## config.mk

```make
export PLATFORM = sky130hd
export DESIGN_NAME = electrode_lead_off_status
export DESIGN_NICKNAME = d
export VERILOG_FILES = /design/src/verilog/lead_off_pkg.sv /design/src/verilog/flag_acc_if.sv /design/src/verilog/pin_sync.sv /design/src/verilog/frame_flag_acc.sv /design/src/verilog/electrode_lead_off_status.sv
export SDC_FILE = /design/constraint.sdc
export NUM_CORES = 1
export LEC_CHECK = 0
export BUFFER_PORTS_ARGS = -buffer_cell sky130_fd_sc_hd__buf_4
export CORE_MARGIN = 4
export CORE_UTILIZATION = 46
export DETAILED_ROUTE_END_ITERATION = 10
export PLACE_DENSITY = 0.74
export SLEW_MARGIN = 20
export SYNTH_ARGS = -nofsm -noshare
export SYNTH_HDL_FRONTEND = slang
export SYNTH_SLANG_ARGS = --single-unit
```

## constraint.sdc

```tcl
create_clock -name clock -period 3.65 [get_ports clock]
set_clock_uncertainty 0.1 [all_clocks]
set_input_delay 1.095 -clock clock [delete_from_list [all_inputs] [get_ports clock]]
set_output_delay 1.095 -clock clock [all_outputs]
set_load 0.005 [all_outputs]
```

## src/verilog/lead_off_pkg.sv

```systemverilog
`default_nettype none
package lead_off_pkg;

  // Register addresses seen by the serial register read command.
  localparam logic [5:0] ADDR_W_LSB           = 6'h00;
  localparam logic [5:0] ELECTRODE_CONN_ADDR  = 6'h1d;
  localparam logic [5:0] DC_RANGE_ADDR        = 6'h1e;
  localparam logic [5:0] OP_STATE_ADDR        = 6'h1f;

  // Register word width and values after reset.
  localparam int          REG_W               = 24;
  localparam logic [23:0] ELECTRODE_CONN_RST  = 24'h000000;
  localparam logic [23:0] DC_RANGE_RST        = 24'h000000;
  localparam logic [23:0] OP_STATE_RST        = 24'h000000;
  localparam logic [23:0] UNMAPPED_READ       = 24'h000000;

  // Electrode counts: six limb and chest electrodes plus common electrode.
  localparam int NUM_ELEC    = 6;
  localparam int NUM_DC      = 7;
  localparam int NUM_ADC     = 5;
  localparam int CE_IDX      = 6;
  localparam int RLD_IDX     = 0;
  localparam int ACC_W       = NUM_DC + NUM_ADC;

  // Field positions in the electrode connection register.
  localparam int CONN_TOP_POS   = 23;
  localparam int CONN_CE_POS    = 13;
  localparam int ADC_TOP_POS    = 12;

  // Field positions in the dc comparator range register.
  localparam int OVER_TOP_POS   = 23;
  localparam int OVER_CE_POS    = 13;
  localparam int UNDER_TOP_POS  = 12;
  localparam int UNDER_CE_POS   = 2;

  // Synchroniser depth for comparator pins.
  localparam int SYNC_STAGES    = 2;

endpackage
`default_nettype wire

```

## src/verilog/flag_acc_if.sv

```systemverilog
`timescale 1ns/1ps
`default_nettype none
// Carries per-frame flag accumulation between the top and its accumulator.
interface flag_acc_if #(parameter int W = 12);
  logic [W-1:0] set;
  logic         clear;
  logic [W-1:0] flags;
  modport acc  (input set, input clear, output flags);
  modport user (output set, output clear, input flags);
endinterface : flag_acc_if
`default_nettype wire

```

## src/verilog/pin_sync.sv

```systemverilog
`timescale 1ns/1ps
`default_nettype none
module pin_sync
  import lead_off_pkg::*;
#(
  parameter int W = 7
) (
  input  wire logic         clock,   // System clock.
  input  wire logic         sys_rst, // Asynchronous reset, active high.
  input  wire logic [W-1:0] pin_in,  // Asynchronous comparator levels.
  output logic      [W-1:0] sync_out // Levels safe for clocked logic.
);

  logic [W-1:0] meta_r;

  // Two stages per bit; only the second stage is read by other logic.
  generate
    for (genvar i = 0; i < W; i++) begin : g_bit
      always_ff @(posedge clock or posedge sys_rst) begin
        if (sys_rst) begin
          meta_r[i]   <= 1'b0;
          sync_out[i] <= 1'b0;
        end else begin
          meta_r[i]   <= pin_in[i];
          sync_out[i] <= meta_r[i];
        end
      end
    end
  endgenerate

endmodule // pin_sync
`default_nettype wire

```

## src/verilog/frame_flag_acc.sv

```systemverilog
`timescale 1ns/1ps
`default_nettype none
module frame_flag_acc #(
  parameter int W = 12
) (
  input  wire logic clock,   // System clock.
  input  wire logic sys_rst, // Asynchronous reset, active high.
  flag_acc_if.acc   bus      // Set, frame clear and accumulated flags.
);

  // Each flag is sticky within a frame; a set landing on the clear cycle
  // is carried into the next frame instead of being dropped.
  generate
    for (genvar i = 0; i < W; i++) begin : g_flag
      logic flag_nxt;
      always_comb begin
        if (bus.clear) begin
          flag_nxt = bus.set[i];
        end else begin
          flag_nxt = bus.flags[i] | bus.set[i];
        end
      end
      always_ff @(posedge clock or posedge sys_rst) begin
        if (sys_rst) begin
          bus.flags[i] <= 1'b0;
        end else begin
          bus.flags[i] <= flag_nxt;
        end
      end
    end
  endgenerate

endmodule // frame_flag_acc
`default_nettype wire

```

## src/verilog/electrode_lead_off_status.sv

```systemverilog
// Contract
// Connection flags: right leg drive bit 23 down to V2 bit 18, common bit 13.
// With one lead-off method enabled, flags report that method's result.
// With dc and ac both enabled, flags carry only the ac result; right leg drive and common flags keep the dc result.
// Common electrode flag is driven by dc detection only.
// Flag reads 1 when disconnected, 0 when connected.
// Right leg drive flag is never updated by ac detection.
// Connection flags stick within a frame, clear on frame transfer.
// ADC out-of-range flags at bits 12 down to 8, left arm first.
// ADC range flags accumulate per frame and clear on frame transfer.
// Connection register bits 17:14 and 7:0 read as zero.
// Overrange flags bits 23 to 18 and 13, set above 2.4 V.
// Underrange flags bits 12 to 7 and 2, set below 0.2 V.
// Comparator register bits 17:14, 6:3 and 1:0 read zero.
// Comparator register is left out of the frame stream.
// Comparator register at 0x1E, state register at 0x1F, zero after reset.
// A detection on the clearing cycle is kept for the next frame.
`timescale 1ns/1ps
`default_nettype none
module electrode_lead_off_status
  import lead_off_pkg::*;
(
  input  wire logic              clock,          // 25 MHz system clock.
  input  wire logic              sys_rst,        // Async reset, active high.
  input  wire logic [NUM_DC-1:0] dc_over_pin,    // Comparator above 2.4 V.
  input  wire logic [NUM_DC-1:0] dc_under_pin,   // Comparator below 0.2 V.
  input  wire logic [NUM_ADC-1:0] ac_off_pin,    // Ac amplitude says off.
  input  wire logic [NUM_ADC-1:0] adc_range_err, // Conversion out of range.
  input  wire logic              dc_lo_enable,   // Dc lead-off enabled.
  input  wire logic              ac_lo_enable,   // Ac lead-off enabled.
  input  wire logic              frame_load,     // Frame moved to serial buf.
  input  wire logic              rd_req,         // Register read command.
  input  wire logic [5:0]        rd_addr,        // Register read address.
  output logic      [REG_W-1:0]  rd_data,        // Read result, held.
  output logic                   rd_valid,       // Read result strobe.
  output logic      [REG_W-1:0]  frame_word,     // Status word for frame.
  output logic                   frame_valid     // Frame word strobe.
);

  // Synchronised comparator levels.
  logic [NUM_DC-1:0]  dc_over_s;
  logic [NUM_DC-1:0]  dc_under_s;
  logic [NUM_ADC-1:0] ac_off_s;

  // Per-electrode detection results feeding the accumulator.
  logic [NUM_DC-1:0]  dc_off;
  logic [NUM_DC-1:0]  conn_set;
  logic [REG_W-1:0]   conn_word;
  logic [REG_W-1:0]   dc_word;

  // Registers visible to the host.
  logic [REG_W-1:0]   conn_snap_r;
  logic [REG_W-1:0]   dc_range_r;
  logic [REG_W-1:0]   op_state_r;
  logic [REG_W-1:0]   rd_data_nxt;

  flag_acc_if #(.W(ACC_W)) acc_bus ();

  // The comparators are analog and free running, so every level crosses
  // two flip-flops before any decision is made from it.
  pin_sync #(.W(NUM_DC)) u_sync_over (
    .clock    (clock),
    .sys_rst  (sys_rst),
    .pin_in   (dc_over_pin),
    .sync_out (dc_over_s)
  );

  pin_sync #(.W(NUM_DC)) u_sync_under (
    .clock    (clock),
    .sys_rst  (sys_rst),
    .pin_in   (dc_under_pin),
    .sync_out (dc_under_s)
  );

  pin_sync #(.W(NUM_ADC)) u_sync_ac (
    .clock    (clock),
    .sys_rst  (sys_rst),
    .pin_in   (ac_off_pin),
    .sync_out (ac_off_s)
  );

  // An electrode fails dc lead-off when it leaves the window either way.
  assign dc_off = dc_over_s | dc_under_s;

  // Method selection per electrode. Ac has no sense path on the right leg
  // drive or on the common electrode, so those two follow dc alone and
  // stay quiet when only ac is enabled.
  generate
    for (genvar e = 0; e < NUM_DC; e++) begin : g_sel
      if (e == RLD_IDX) begin : g_rld
        assign conn_set[e] = dc_lo_enable & dc_off[e];
      end else if (e == CE_IDX) begin : g_ce
        assign conn_set[e] = dc_lo_enable & dc_off[e];
      end else begin : g_ac
        // Ac wins when both are on; dc result then lives only in the
        // comparator register.
        assign conn_set[e] = ac_lo_enable ? ac_off_s[e - 1]
                                          : (dc_lo_enable & dc_off[e]);
      end
    end
  endgenerate

  // A high bit means disconnected, matching the comparator sense.
  assign acc_bus.set   = {adc_range_err, conn_set};
  assign acc_bus.clear = frame_load;

  // Accumulates connection and conversion flags across one frame.
  frame_flag_acc #(.W(ACC_W)) u_acc (
    .clock   (clock),
    .sys_rst (sys_rst),
    .bus     (acc_bus)
  );

  // Place accumulated flags in the connection register layout; every bit
  // not assigned below, the reserved fields, stays at zero.
  always_comb begin
    conn_word = ELECTRODE_CONN_RST;
    for (int e = 0; e < NUM_ELEC; e++) begin
      conn_word[CONN_TOP_POS - e] = acc_bus.flags[e];
    end
    conn_word[CONN_CE_POS] = acc_bus.flags[CE_IDX];
    for (int a = 0; a < NUM_ADC; a++) begin
      conn_word[ADC_TOP_POS - a] = acc_bus.flags[NUM_DC + a];
    end
  end

  // Live comparator layout: overrange high half, underrange low half.
  always_comb begin
    dc_word = DC_RANGE_RST;
    for (int e = 0; e < NUM_ELEC; e++) begin
      dc_word[OVER_TOP_POS - e]  = dc_over_s[e];
      dc_word[UNDER_TOP_POS - e] = dc_under_s[e];
    end
    dc_word[OVER_CE_POS]  = dc_over_s[CE_IDX];
    dc_word[UNDER_CE_POS] = dc_under_s[CE_IDX];
  end

  // Snapshot the accumulated word when the frame is handed to the serial
  // buffer, so the host reads a stable picture of the finished frame.
  always_ff @(posedge clock or posedge sys_rst) begin
    if (sys_rst) begin
      conn_snap_r <= ELECTRODE_CONN_RST;
    end else if (frame_load) begin
      conn_snap_r <= conn_word;
    end
  end

  // Comparator register tracks the synchronised levels every cycle.
  always_ff @(posedge clock or posedge sys_rst) begin
    if (sys_rst) begin
      dc_range_r <= DC_RANGE_RST;
    end else begin
      dc_range_r <= dc_word;
    end
  end

  // Operating state fields are owned elsewhere; this block holds the
  // word at its reset value so a read of the address is well defined.
  always_ff @(posedge clock or posedge sys_rst) begin
    if (sys_rst) begin
      op_state_r <= OP_STATE_RST;
    end else begin
      op_state_r <= OP_STATE_RST;
    end
  end

  // Frame stream carries only the connection word; the comparator word
  // must be fetched by an explicit read.
  always_ff @(posedge clock or posedge sys_rst) begin
    if (sys_rst) begin
      frame_word  <= ELECTRODE_CONN_RST;
      frame_valid <= 1'b0;
    end else begin
      frame_valid <= frame_load;
      if (frame_load) begin
        frame_word <= conn_word;
      end
    end
  end

  // Read address decode; unmapped addresses answer zero.
  always_comb begin
    if (rd_addr == ELECTRODE_CONN_ADDR) begin
      rd_data_nxt = conn_snap_r;
    end else if (rd_addr == DC_RANGE_ADDR) begin
      rd_data_nxt = dc_range_r;
    end else if (rd_addr == OP_STATE_ADDR) begin
      rd_data_nxt = op_state_r;
    end else begin
      rd_data_nxt = UNMAPPED_READ;
    end
  end

  // Read answer one cycle after the command; data holds until next read.
  always_ff @(posedge clock or posedge sys_rst) begin
    if (sys_rst) begin
      rd_data  <= UNMAPPED_READ;
      rd_valid <= 1'b0;
    end else begin
      rd_valid <= rd_req;
      if (rd_req) begin
        rd_data <= rd_data_nxt;
      end
    end
  end

endmodule // electrode_lead_off_status
`default_nettype wire

```

# Word level (Yosys, flattened, before mapping)

Cells that the tools add are included.

Register bits after elaboration: 102
ROM bits: 0
Memories kept: 0
Output and inout port bits: 50
Input port bits: 36
RAM bits: 0
Bits in latches: 0
Word-level logic and storage cells: 96

$lt $le $gt $ge: 0
Multiply operators: 0
Mux-type cells: 19
Reductions and logical operators: 0
Divide/modulo/power cells: 0
$add $sub $neg: 0
Bitwise operators: 20
Equal/unequal tests: 2
Shifts and indexed selects: 0

Operators with widths:

| cell               | number |
|---|---|
| $mux 24            | 2 |
| $mux 1             | 17 |
| $eq 6x5->1 const B | 2 |
| $or 1x1->1         | 12 |
| $and 1x1->1        | 7 |
| $or 7x7->7         | 1 |

# Depth between registers and ports, before layout

Gate-level depths: netlist of the first run.

Word-level depth: 5
Depth in mapped cells: 4
Mapped depth without buffers: 3

# Cells and area by module

A second synthesis of the first run with hierarchy kept.

Cells, all modules: 232
Area, all modules: 3390.8 µm²

Modules (own cells, without submodules):

| module                      | sequential area each (µm²) | cells an instance | instances | area each (µm²) |
|---|---|---|---|---|
| electrode_lead_off_status   | 1051.0                     | 164               | 1         | 2016.9 |
| pin_sync at u_sync_over ... | 350.3                      | 15                | 2         | 354.1 |
| frame_flag_acc              | 300.3                      | 27                | 1         | 411.6 |
| pin_sync at u_sync_ac       | 250.2                      | 11                | 1         | 254.0 |

# Worst setup path after synthesis of the first run

Ideal clock, no wire load.

Path kind: input to register
From: in frame_load
To: reg frame_word[13]
Library setup time: 0.125 ns
Arrival: 1.710 ns
Path slack: 1.715 ns
Stages: 3
Data required time: 3.425 ns
Buffers on the path: 2
Cell sequence: buf_2 -> buf_6 -> mux2_4

RTL lines:

| element                | RTL line                         | source |
|---|---|---|
| start: declaration     | electrode_lead_off_status.sv:31  | `input wire logic frame_load,` |
| end signal: assignment | electrode_lead_off_status.sv:176 | `frame_word <= conn_word;` |
| end: declaration       | electrode_lead_off_status.sv:36  | `output logic [REG_W-1:0] frame_word,` |

No word-level cell between the ends.

# Worst setup path after layout of the first run

From: reg frame_word[18]
To: out frame_word[18]

No word-level cell between the ends.

==> results of run 1 <==
[state kept, by name, indices dropped and copies added (netlist names)]
register / count
dc_range_r: 14
frame_valid: 1
frame_word: 12
rd_data: 14
rd_valid: 1
u_acc.bus.flags: 12
u_sync_ac.meta_r: 5
u_sync_ac.sync_out: 5
u_sync_over.meta_r: 7
u_sync_over.sync_out: 7
u_sync_under.meta_r: 7
u_sync_under.sync_out: 7
[stage by stage]
stage	cells	power (mW)	worst slack, ns
6_report	377	1.930	1.517
5_1_grt	377	2.022	1.471
4_1_cts	377	1.948	1.487
3_5_place_dp	361	1.315	1.405
3_3_place_gp	361	1.310	1.461
2_1_floorplan	229	1.241	0.06304
[cells in the mapped netlist]
master / count / area [um^2]
a21o_1: 5 / 37.54
a221o_1: 5 / 50.05
a22oi_1: 4 / 30.03
a22oi_2: 8 / 100.1
and2b_4: 1 / 10.01
buf_2: 3 / 15.01
buf_4: 23 / 172.7
buf_6: 3 / 33.78
conb_1: 1 / 3.750
dfrtp_1: 92 / 2302
inv_1: 17 / 63.81
inv_2: 1 / 3.750
mux2_1: 4 / 45.04
mux2_4: 8 / 120.1
nand2_1: 2 / 7.510
nand4_2: 1 / 12.51
nor2_1: 5 / 18.77
nor2b_2: 2 / 17.52
o21ai_0: 2 / 10.01
o21ai_1: 7 / 35.03
o22ai_1: 4 / 25.02
o22ai_2: 10 / 125.1
[layout make-up]
| cell class | count | area [um^2] | share of cell area (%) |
|---|---|---|---|
| Tap cell | 96 | 120.1 | 3.071 |
| Clock buffer | 10 | 137.6 | 3.519 |
| Sequential cell | 92 | 2302 | 58.86 |
| Multi-Input combinational cell | 90 | 726.9 | 18.59 |
| Timing Repair Buffer | 65 | 500.5 | 12.80 |
| Inverter | 18 | 68.82 | 1.759 |
| Clock inverter | 6 | 55.05 | 1.408 |
[power by group]
part           switching (mW)  leakage, nW  internal [mW]
clock                   0.360       0.0929          0.279
combinational          0.0752        0.635         0.0961
sequential             0.0392         1.09           1.08
total                   0.475         1.82           1.46
[per-layer routing]
metal / global-route usage (%) / routed length (um) / vias up / part of all wire, %
met5: 0 / 0 / - / 0
met2: 21.05 / 2576 / 56 / 49
met1: 17.03 / 2288 / 824 / 43
met4: 6.312 / 92 / 0 / 1.7
met3: 3.445 / 318 / 7 / 6.0
li1: - / - / 801 / -
[worst paths after layout]
| check | startpoint | to | slack [ns] | depth (start not counted) |
|---|---|---|---|---|
| hold reg to reg | u_sync_under.meta_r[5]$_DFF_PP0_ | u_sync_under.sync_out[5]$_DFF_PP0_ | 0.25 | 0 |
| min in group asynchronous | sys_rst | u_sync_under.sync_out[3]$_DFF_PP0_ | 0.75 | 2 |
| max in group asynchronous | sys_rst | frame_word[20]$_DFFE_PP0P_ | 2.00 | 3 |
| setup / recovery | frame_word[18]$_DFFE_PP0P_ | frame_word[18] | 1.52 | 1 |
| setup reg to reg | u_sync_under.sync_out[2]$_DFF_PP0_ | u_acc.bus.flags[2]$_DFF_PP0_ | 2.61 | 3 |
| hold / removal | u_sync_under.meta_r[5]$_DFF_PP0_ | u_sync_under.sync_out[5]$_DFF_PP0_ | 0.25 | 0 |
[cells by family after synthesis]
logic type	share of synthesized area [%]
compound gates	12.75
simple gates	2.047
flops	71.07
buf+inv	8.922
mux	5.099
other cells	0.1158
==> impl_results.md, run 1 <==
* Status: completed
* First-pass GRT wire length at 8528 um
* Hold slack at 0.2539 ns
* Fill count at 573
* Commonest cells after routing, fill and taps aside: dfrtp_1 (92), buf_4 (64), conb_1 (22), inv_1 (16)
* WP data arrival at 0.94 ns
* Die area at around 8400 um^2
* CTS clk-pin slew, worst paths at 0.09 ns
* Starting Density at 47.42%
* CP Buf/Inv Count at 1
* Part of the cycle the worst path needs at between 50% and 60%
* Root buf cell: clkbuf_8
* Post_cts resized at 0
* Largest net degree at the start of global routing at 45
* Min-delay worst type: flip-flop to flip-flop
* Setup TNS at 0 ns
* Syn Area/Cell at about 16 um^2
* CTS tree: yes
* Routed length per instance at 13.99 um
* Startpoint Class: flip-flop
* Number of synthesized register bits at a little over 90
* Slew HR at a little over half
* Fin. max-slew vios at 0
* Unrepaired setup endpoints after global routing: false
* Crit-path cells: buf_4
* Clk sink count at 92
* Detail Route Antenna Nets at 0
* Post-layout util at 57.25%
* CP max FO at 3
* DRC Markers at 0
* # IOs at 86
* Setup Fix Bufs, Post-CTS at 0
* Rows at 30
* CTS H-tree depth at 3
* Slew @ Worst Pin at 0.7190 ns
* Via count at 1688
* Drt initial violations at 87
* Commonest non-fill, non-tap cell in the layout: dfrtp_1
* Worst EP required at 2.45 ns
* Tmin final at 2.133 ns
* Clock Latency Late Sink at 0.35 ns
* Leak pwr at 1.819 nW
* Synthesized instance count at 208
* Seq/Total Area, Yosys at 71.07%
* Final-stage net count at 312
* Final instance area at 3911 um^2
* WL final at roughly 5300 um
* Vias in the first global route at 1707
* Setup CP Type: flip-flop to output pin
* Pwr dens at 493.5 nW/um^2
* Vias/cell at 4.477
* Setup crit end kind: output pin
* GRT Util Overall at 13.25%
* Placed instance area at roughly 3700 um^2
* First-pass DRT Iterations at 3
* Top Family by Delay on Critical Path: flip-flops
* Hold_buf cts at 0
* DP HPWL at 3938 um
* Die height at 91.92 um
* Synth warnings at 0
* Synth-to-layout area growth at 20.74%
* CTS max path bufs at 2
* Overflow after GRT at 0
* Area of the mapped netlist at 3239 um^2
* GP Congestion at 0.7347
* Initial antenna violation count at 0
* Fin. Hold Viols at 0
* PortBufs at 63
* Peak supply drop at 0.2070 mV
* Share of cells above drive strength 1 at 40.21%
* Endpoints failing setup at 0
* Die width at 91.92 um
* # diodes at 0
* Max incr delay on CP at 0.44 ns
* Netlist cell types at 22
* CTS Buf Count at 9
* Max-cap violations at 0
* Critical-path top delay cell: dfrtp_1
* F_max at 468.7 MHz
* CORE AREA at 6832 um^2
Note: power is estimated with default switching activity, not from simulation.
==> inputs of run 2 (changes only) <==
--- a/config.mk
+++ b/config.mk
@@ -5,11 +5,12 @@
 export SDC_FILE = /design/constraint.sdc
 export NUM_CORES = 1
 export LEC_CHECK = 0
+export ABC_AREA = 1
 export BUFFER_PORTS_ARGS = -buffer_cell sky130_fd_sc_hd__buf_4
 export CORE_MARGIN = 4
-export CORE_UTILIZATION = 46
+export CORE_UTILIZATION = 51
 export DETAILED_ROUTE_END_ITERATION = 10
-export PLACE_DENSITY = 0.74
+export PLACE_DENSITY = 0.78
 export SLEW_MARGIN = 20
 export SYNTH_ARGS = -nofsm -noshare
 export SYNTH_HDL_FRONTEND = slang
==> constraint.sdc (replaced) <==
create_clock -name clock -period 2.2 [get_ports clock]
set_clock_uncertainty 0.1 [all_clocks]
set_input_delay 0.66 -clock clock [delete_from_list [all_inputs] [get_ports clock]]
set_output_delay 0.66 -clock clock [all_outputs]
set_load 0.005 [all_outputs]
==> run 2 against run 1 <==
Net effect:
- routed wire length grew 3.0%
- total power up 72%
- cell count rose by 12%
- synthesized cell count grew 33%
- hold slack worse by 0.0084 ns
- worst setup slack got worse by 1.0 ns
- die area decreased by 9.6%
- register-to-register slack got worse by 1.3 ns
- cell area down 0.13%
- via count rose by 15%
- sequential power is 64% higher
- sequential share of layout area rose by 0.075 points
- highest routed layer unchanged
==> impl_results.md, run 2 <==
* Status: completed
* CTS Buf Count at 9
* Area of the mapped netlist at 3214 um^2
* Reg2Reg Setup Slack at 1.28 ns
* First-pass GRT wire length at 8604 um
* Drt initial violations at 81
* Endpoints failing setup at 0
* Top-area cell type share of the netlist area at 71.62%
* GRT Max-Usage Layer: met2
* Post_cts resized at 0
* Seq/Total Area, Yosys at between 70% and 80%
* Die area at 7637 um^2
* Crit-path cells: buf_4
* CTS H-tree depth at 3
* PortBufs at 63
* Synth warnings at 0
* Worst Reg-to-Reg Cells at 2
* Max-cap violations at 0
* Most area-hungry cell type in the Yosys netlist: dfrtp_1
* Largest cells by area after synthesis: dfrtp_1 (72%), nand2_1 (7.1%), buf_4 (5.4%)
* Share of cells above drive strength 1 at 24.78%
* Worst EP required at roughly 1.4 ns
* Routed length per instance at 12.87 um
* Fill count at between 400 and 500
* Sequential Area at 2302 um^2
* Area of the multi-input gates at 695.7 um^2
* RR Endpoint: u_acc.bus.flags[5]$_DFF_PP0_
* Overflow after GRT at 0
* Leak pwr at roughly 2 nW
* Part of the cycle the worst path needs at 78.20%
* Unrepaired setup endpoints after global routing: false
* Via count at around 2k
* Tmin final at 1.720 ns
* Setup Fix Bufs, Post-CTS at 0
* Synthesized instance count at around 280
* CORE AREA at around 6000 um^2
* Setup crit end kind: output pin
* GRT Util Overall at 15.12%
* Hold slack at approximately 0.25 ns
* Die height at 87.39 um
* Top Family by Delay on Critical Path: flip-flops
* Root buf cell: clkbuf_8
* Ys async rst share at 100.0%
* Detail Route Antenna Nets at 0
* Fin. Hold Viols at 0
* Synth cell count leaders: dfrtp_1 (92), nand2_1 (61), nand3_1 (24)
* Commonest non-fill, non-tap cell in the layout: dfrtp_1
* Min-delay worst type: primary input to async pin
* WP data arrival at 0.96 ns
* CP max FO at 3
* Syn Area/Cell at 11.65 um^2
* Setup CP Type: flip-flop to output pin
* DRC Markers at 0
* Grt met3 use at under 10%
* Setup crit start: frame_word[10]$_DFFE_PP0P_
* Top flop regs: dc_range_r x14, rd_data x14
* Initial antenna violation count at 0
* Largest net degree at the start of global routing at 38
* CTS clk-pin slew, worst paths at about 0.090 ns
* Slew @ Worst Pin at 0.5325 ns
* Critical-path top delay cell: dfrtp_1
* # diodes at 0
* Number of synthesized register bits at 92
* Synth Flop Type: dfrtp_1
* CTS tree: yes
* Synth-to-layout area growth at 21.53%
* Clk sink count at ~90
* First-pass DRT Iterations at 4
* Commonest cells after routing, fill and taps aside: dfrtp_1 (92), buf_4 (64), nand2_1 (61), nand3_1 (24), conb_1 (22)
* Die width at 87.39 um
* Peak supply drop at approximately 0.61 mV
* Rows at 28
* Setup TNS at 0 ns
* Hold_buf cts at 0
* Pwr dens at 848.9 nW/um^2
* Number of flops mapped to enable cells by yosys at 0
* Count leader, synth: dfrtp_1
* Final-stage net count at 378
* DP HPWL at slightly below 4000 um
* Starting Density at 53.34%
* Fin. max-slew vios at 0
* Max incr delay on CP at 0.45 ns
* Met2 Usage GRT at between 20% and 30%
* Startpoint Class: flip-flop
* F_max at 581.2 MHz
* Vias in the first global route at 1842
* RR Startpoint: u_sync_under.sync_out[5]$_DFF_PP0_
* WL final at 5433 um
* GP Congestion at 0.8248
* Global routing met1 resource utilization at 19.18%
* CP Buf/Inv Count at 1
* CTS max path bufs at 2
* Vias/cell at 4.618
* Slew HR at between 60 and 70%
* Netlist cell types at 18
* # IOs at 86
* Clock Latency Late Sink at 0.35 ns
==> run 2: cell count changes in the layout (fill, tap and decap cells not counted), sizes merged, moves of 12 or more <==
cell	previous run	this run
a22oi	12	0
o22ai	14	0
nand2	2	61
a21oi	0	12
mux2	12	0
nand3	0	24
nor2	5	20
==> run 2: worst max-delay path by stage <==
| stage | endpoint | slack, ns | cells past startpoint |
|---|---|---|---|
| global placement | rd_data[9]$_DFFE_PP0P_ | 0.47 | 8 |
| finish | frame_word[10] | 0.48 | 1 |
| floorplan | dc_range_r[10]$_DFF_PP0_ | 0.36 | 1 |
| global route | frame_word[10] | 0.44 | 1 |
| detailed placement | rd_data[21]$_DFFE_PP0P_ | 0.43 | 8 |
| CTS | frame_word[10] | 0.47 | 1 |
==> run 2: report_power, final <==
group	leakage (nW)	switching (mW)	internal (mW)	total (mW)
combinational	0.811	0.129	0.114	0.242
sequential	1.09	0.0511	1.79	1.84
clock	0.111	0.583	0.652	1.24
total	2.01	0.763	2.55	3.32
==> run 2: logic make-up (layout without fill, tap and decap cells) <==
kind of cell / Yosys count / after routing / share of synthesized area, %
buf+inv: 50 / 100 / 9.186
other cells: 1 / 22 / 0.1167
flops: 92 / 92 / 71.62
simple gates: 105 / 105 / 13.74
compound gates: 28 / 28 / 5.333
==> run 2: area by class of cell <==
class | instances | area share, %
inverter | 18 | 1.826
clock inverter | 6 | 2.434
sequential | 92 | 58.94
tap | 75 | 2.402
multi-input combinational | 155 | 17.81
clock buffer | 10 | 3.267
timing repair buffer | 66 | 13.32
==> run 2: per-layer routing <==
layer,routed length [um],share of wire (%),vias up
met5,0,0,-
li1,-,-,969
met1,2363,43,898
met3,401,7.4,15
met2,2514,46,67
met4,153,2.8,0
==> run 2: through the flow <==
| step | util, % | power [mW] | instance area [um^2] | cells | worst slack, ns |
|---|---|---|---|---|---|
| finish | 64.83 | 3.316 | 3906 | 422 | 0.4796 |
| detailed placement | 61.13 | 2.116 | 3684 | 406 | 0.4256 |
| floorplan | - | 2.003 | 3297 | 297 | 0.3623 |
| global placement | 61.13 | 2.107 | 3684 | 406 | 0.4746 |
| global route | 64.83 | 3.462 | 3906 | 422 | 0.4438 |
| CTS | 64.83 | 3.345 | 3906 | 422 | 0.4673 |
==> inputs of run 3 (changes only) <==
==> constraint.sdc (replaced) <==
create_clock -name clock -period 1.8 [get_ports clock]
set_clock_uncertainty 0.1 [all_clocks]
set_input_delay 0.54 -clock clock [delete_from_list [all_inputs] [get_ports clock]]
set_output_delay 0.54 -clock clock [all_outputs]
set_load 0.005 [all_outputs]
==> run 3 against run 2 <==
Net effect:
- routed wire length is 0.72% higher
- largest power group unchanged
- sequential cell count stayed put
- combinational power is 20% higher
- sequential share of layout area is 0.36 points higher
- sequential power is 22% higher
- global-route usage is 0.74 points higher
- non-clock buffer count is 1 lower
==> impl_results.md, run 3 (synthesized netlist as in run 2, its figures left out) <==
* DRC Markers at 0
* Placement Setup Slack at 0.2624 ns
* Synth-to-layout area growth at 20.79%
* Drt initial violations at between 100 and 150
* Setup TNS at 0 ns
* CP max FO at 3
* Routed length per instance at 13.03 um
* Commonest non-fill, non-tap cell in the layout: dfrtp_1
* CTS max path bufs at 2
* Sequential Area at 2302 um^2
* Setup Fix Bufs, Post-CTS at 0
* DP HPWL at 3819 um
* Pwr dens at 1036 nW/um^2
* CP Buf/Inv Count at 1
* Die area at 7637 um^2
* Top Family by Delay on Critical Path: flip-flops
* Final instance area at 3882 um^2
* CTS tree: yes
* Vias/cell at 4.776
* Part of the cycle the worst path needs at between 80% and 90%
* # diodes at 0
* GRT Util Overall at 15.86%
* WP data arrival at about 0.95 ns
* CTS Buf Count at 9
* Die height at 87.39 um
* Starting Density at between 50 and 60%
* Dpl cells at 405
* Fin. Hold Viols at 0
* CTS H-tree depth at 3
* Post-layout util at 64.43%
* Initial antenna violation count at 0
* Vias in the first global route at 1928
* Startpoint Class: flip-flop
* Endpoints failing setup at 0
* Worst setup margin at 0.2119 ns
* CORE AREA at 6026 um^2
* WL final at ~5500 um
* Via count at 2006
* Clock Latency Late Sink at between 0.3 and 0.4 ns
* Final-stage net count at 377
* GP Congestion at 0.8168
* Unrepaired setup endpoints after global routing: false
* Leak pwr at 1.999 nW
* Area of the multi-input gates at just under 700 um^2
* Root buf cell: clkbuf_8
* Max incr delay on CP at about 0.44 ns
* Setup crit end kind: output pin
* Final std cells w/o fill at 420
* Crit-path cells: buf_4
* Die width at 87.39 um
* Share of cells above drive strength 1 at 24.64%
* Min-delay worst type: primary input to flip-flop
* Post_cts resized at 0
* Overflow after GRT at 0
* First-pass DRT Iterations at 4
* Clk sink count at 92
* CTS clk-pin slew, worst paths at 0.09 ns
* Hold_buf cts at 0
* Status: completed
* Max-cap violations at 0
* Critical-path top delay cell: dfrtp_1
* F_max at 629.7 MHz
* Largest net degree at the start of global routing at 93
* First-pass GRT wire length at 9045 um
* Detail Route Antenna Nets at 0
* Worst EP required at 1.16 ns
* Fin. max-slew vios at 0
* Commonest cells after routing, fill and taps aside: dfrtp_1 (92), buf_4 (64), nand2_1 (61), nand3_1 (24), conb_1 (22)
* Rows at 28
* Setup CP Type: flip-flop to output pin
* Top flop regs: dc_range_r x14, rd_data x14
* # IOs at 86
* Fill count at 467
* PortBufs at 63
* Placed instance area at approximately 3700 um^2
* Tmin final at 1.588 ns
* Peak supply drop at 0.6557 mV
-- run 3: cell type report --
type,instances,share of cell area (%)
clock buffer,9,3.190
clock inverter,6,2.449
inverter,18,1.837
multi-input combinational,155,17.92
sequential,92,59.30
tap,75,2.417
timing repair buffer,65,12.89
-- run 3: final timing paths --
check | end | from | slack [ns] | cells past startpoint
setup / recovery | frame_word[11] | frame_word[11]$_DFFE_PP0P_ | 0.21 | 1
max in group asynchronous | u_sync_over.meta_r[4]$_DFF_PP0_ | sys_rst | 1.05 | 3
hold / removal | u_sync_ac.meta_r[2]$_DFF_PP0_ | ac_off_pin[2] | 0.19 | 1
min in group asynchronous | rd_valid$_DFF_PP0_ | sys_rst | 0.20 | 3
setup reg to reg | u_acc.bus.flags[5]$_DFF_PP0_ | u_sync_under.sync_out[5]$_DFF_PP0_ | 0.89 | 2
hold reg to reg | u_sync_over.sync_out[6]$_DFF_PP0_ | u_sync_over.meta_r[6]$_DFF_PP0_ | 0.25 | 0
-- run 3: where the power goes --
part / switching [mW] / internal [mW] / total, mW / leakage, nW
Sequential: 0.0624 / 2.18 / 2.25 / 1.09
Clock: 0.695 / 0.788 / 1.48 / 0.110
Combinational: 0.157 / 0.134 / 0.291 / 0.802
Total: 0.915 / 3.11 / 4.02 / 2.00
-- run 3: through the flow --
stage / total power, mW / hold slack (ns)
6_report: 4.021 / 0.1853
5_1_grt: 4.196 / 0.1593
4_1_cts: 4.060 / 0.1708
3_5_place_dp: 2.582 / 0.2347
3_3_place_gp: 2.568 / 0.2334
2_1_floorplan: 2.448 / 0.2312
-- run 3: per-layer routing --
| layer | global-route usage, % | share of wire [%] | vias to the layer above |
|---|---|---|---|
| met5 | 0 | 0 | - |
| met3 | 4.825 | 9.0 | 13 |
| met4 | 9.623 | 2.6 | 0 |
| met1 | 19.22 | 40 | 960 |
| li1 | - | - | 959 |
| met2 | 24.86 | 49 | 74 |
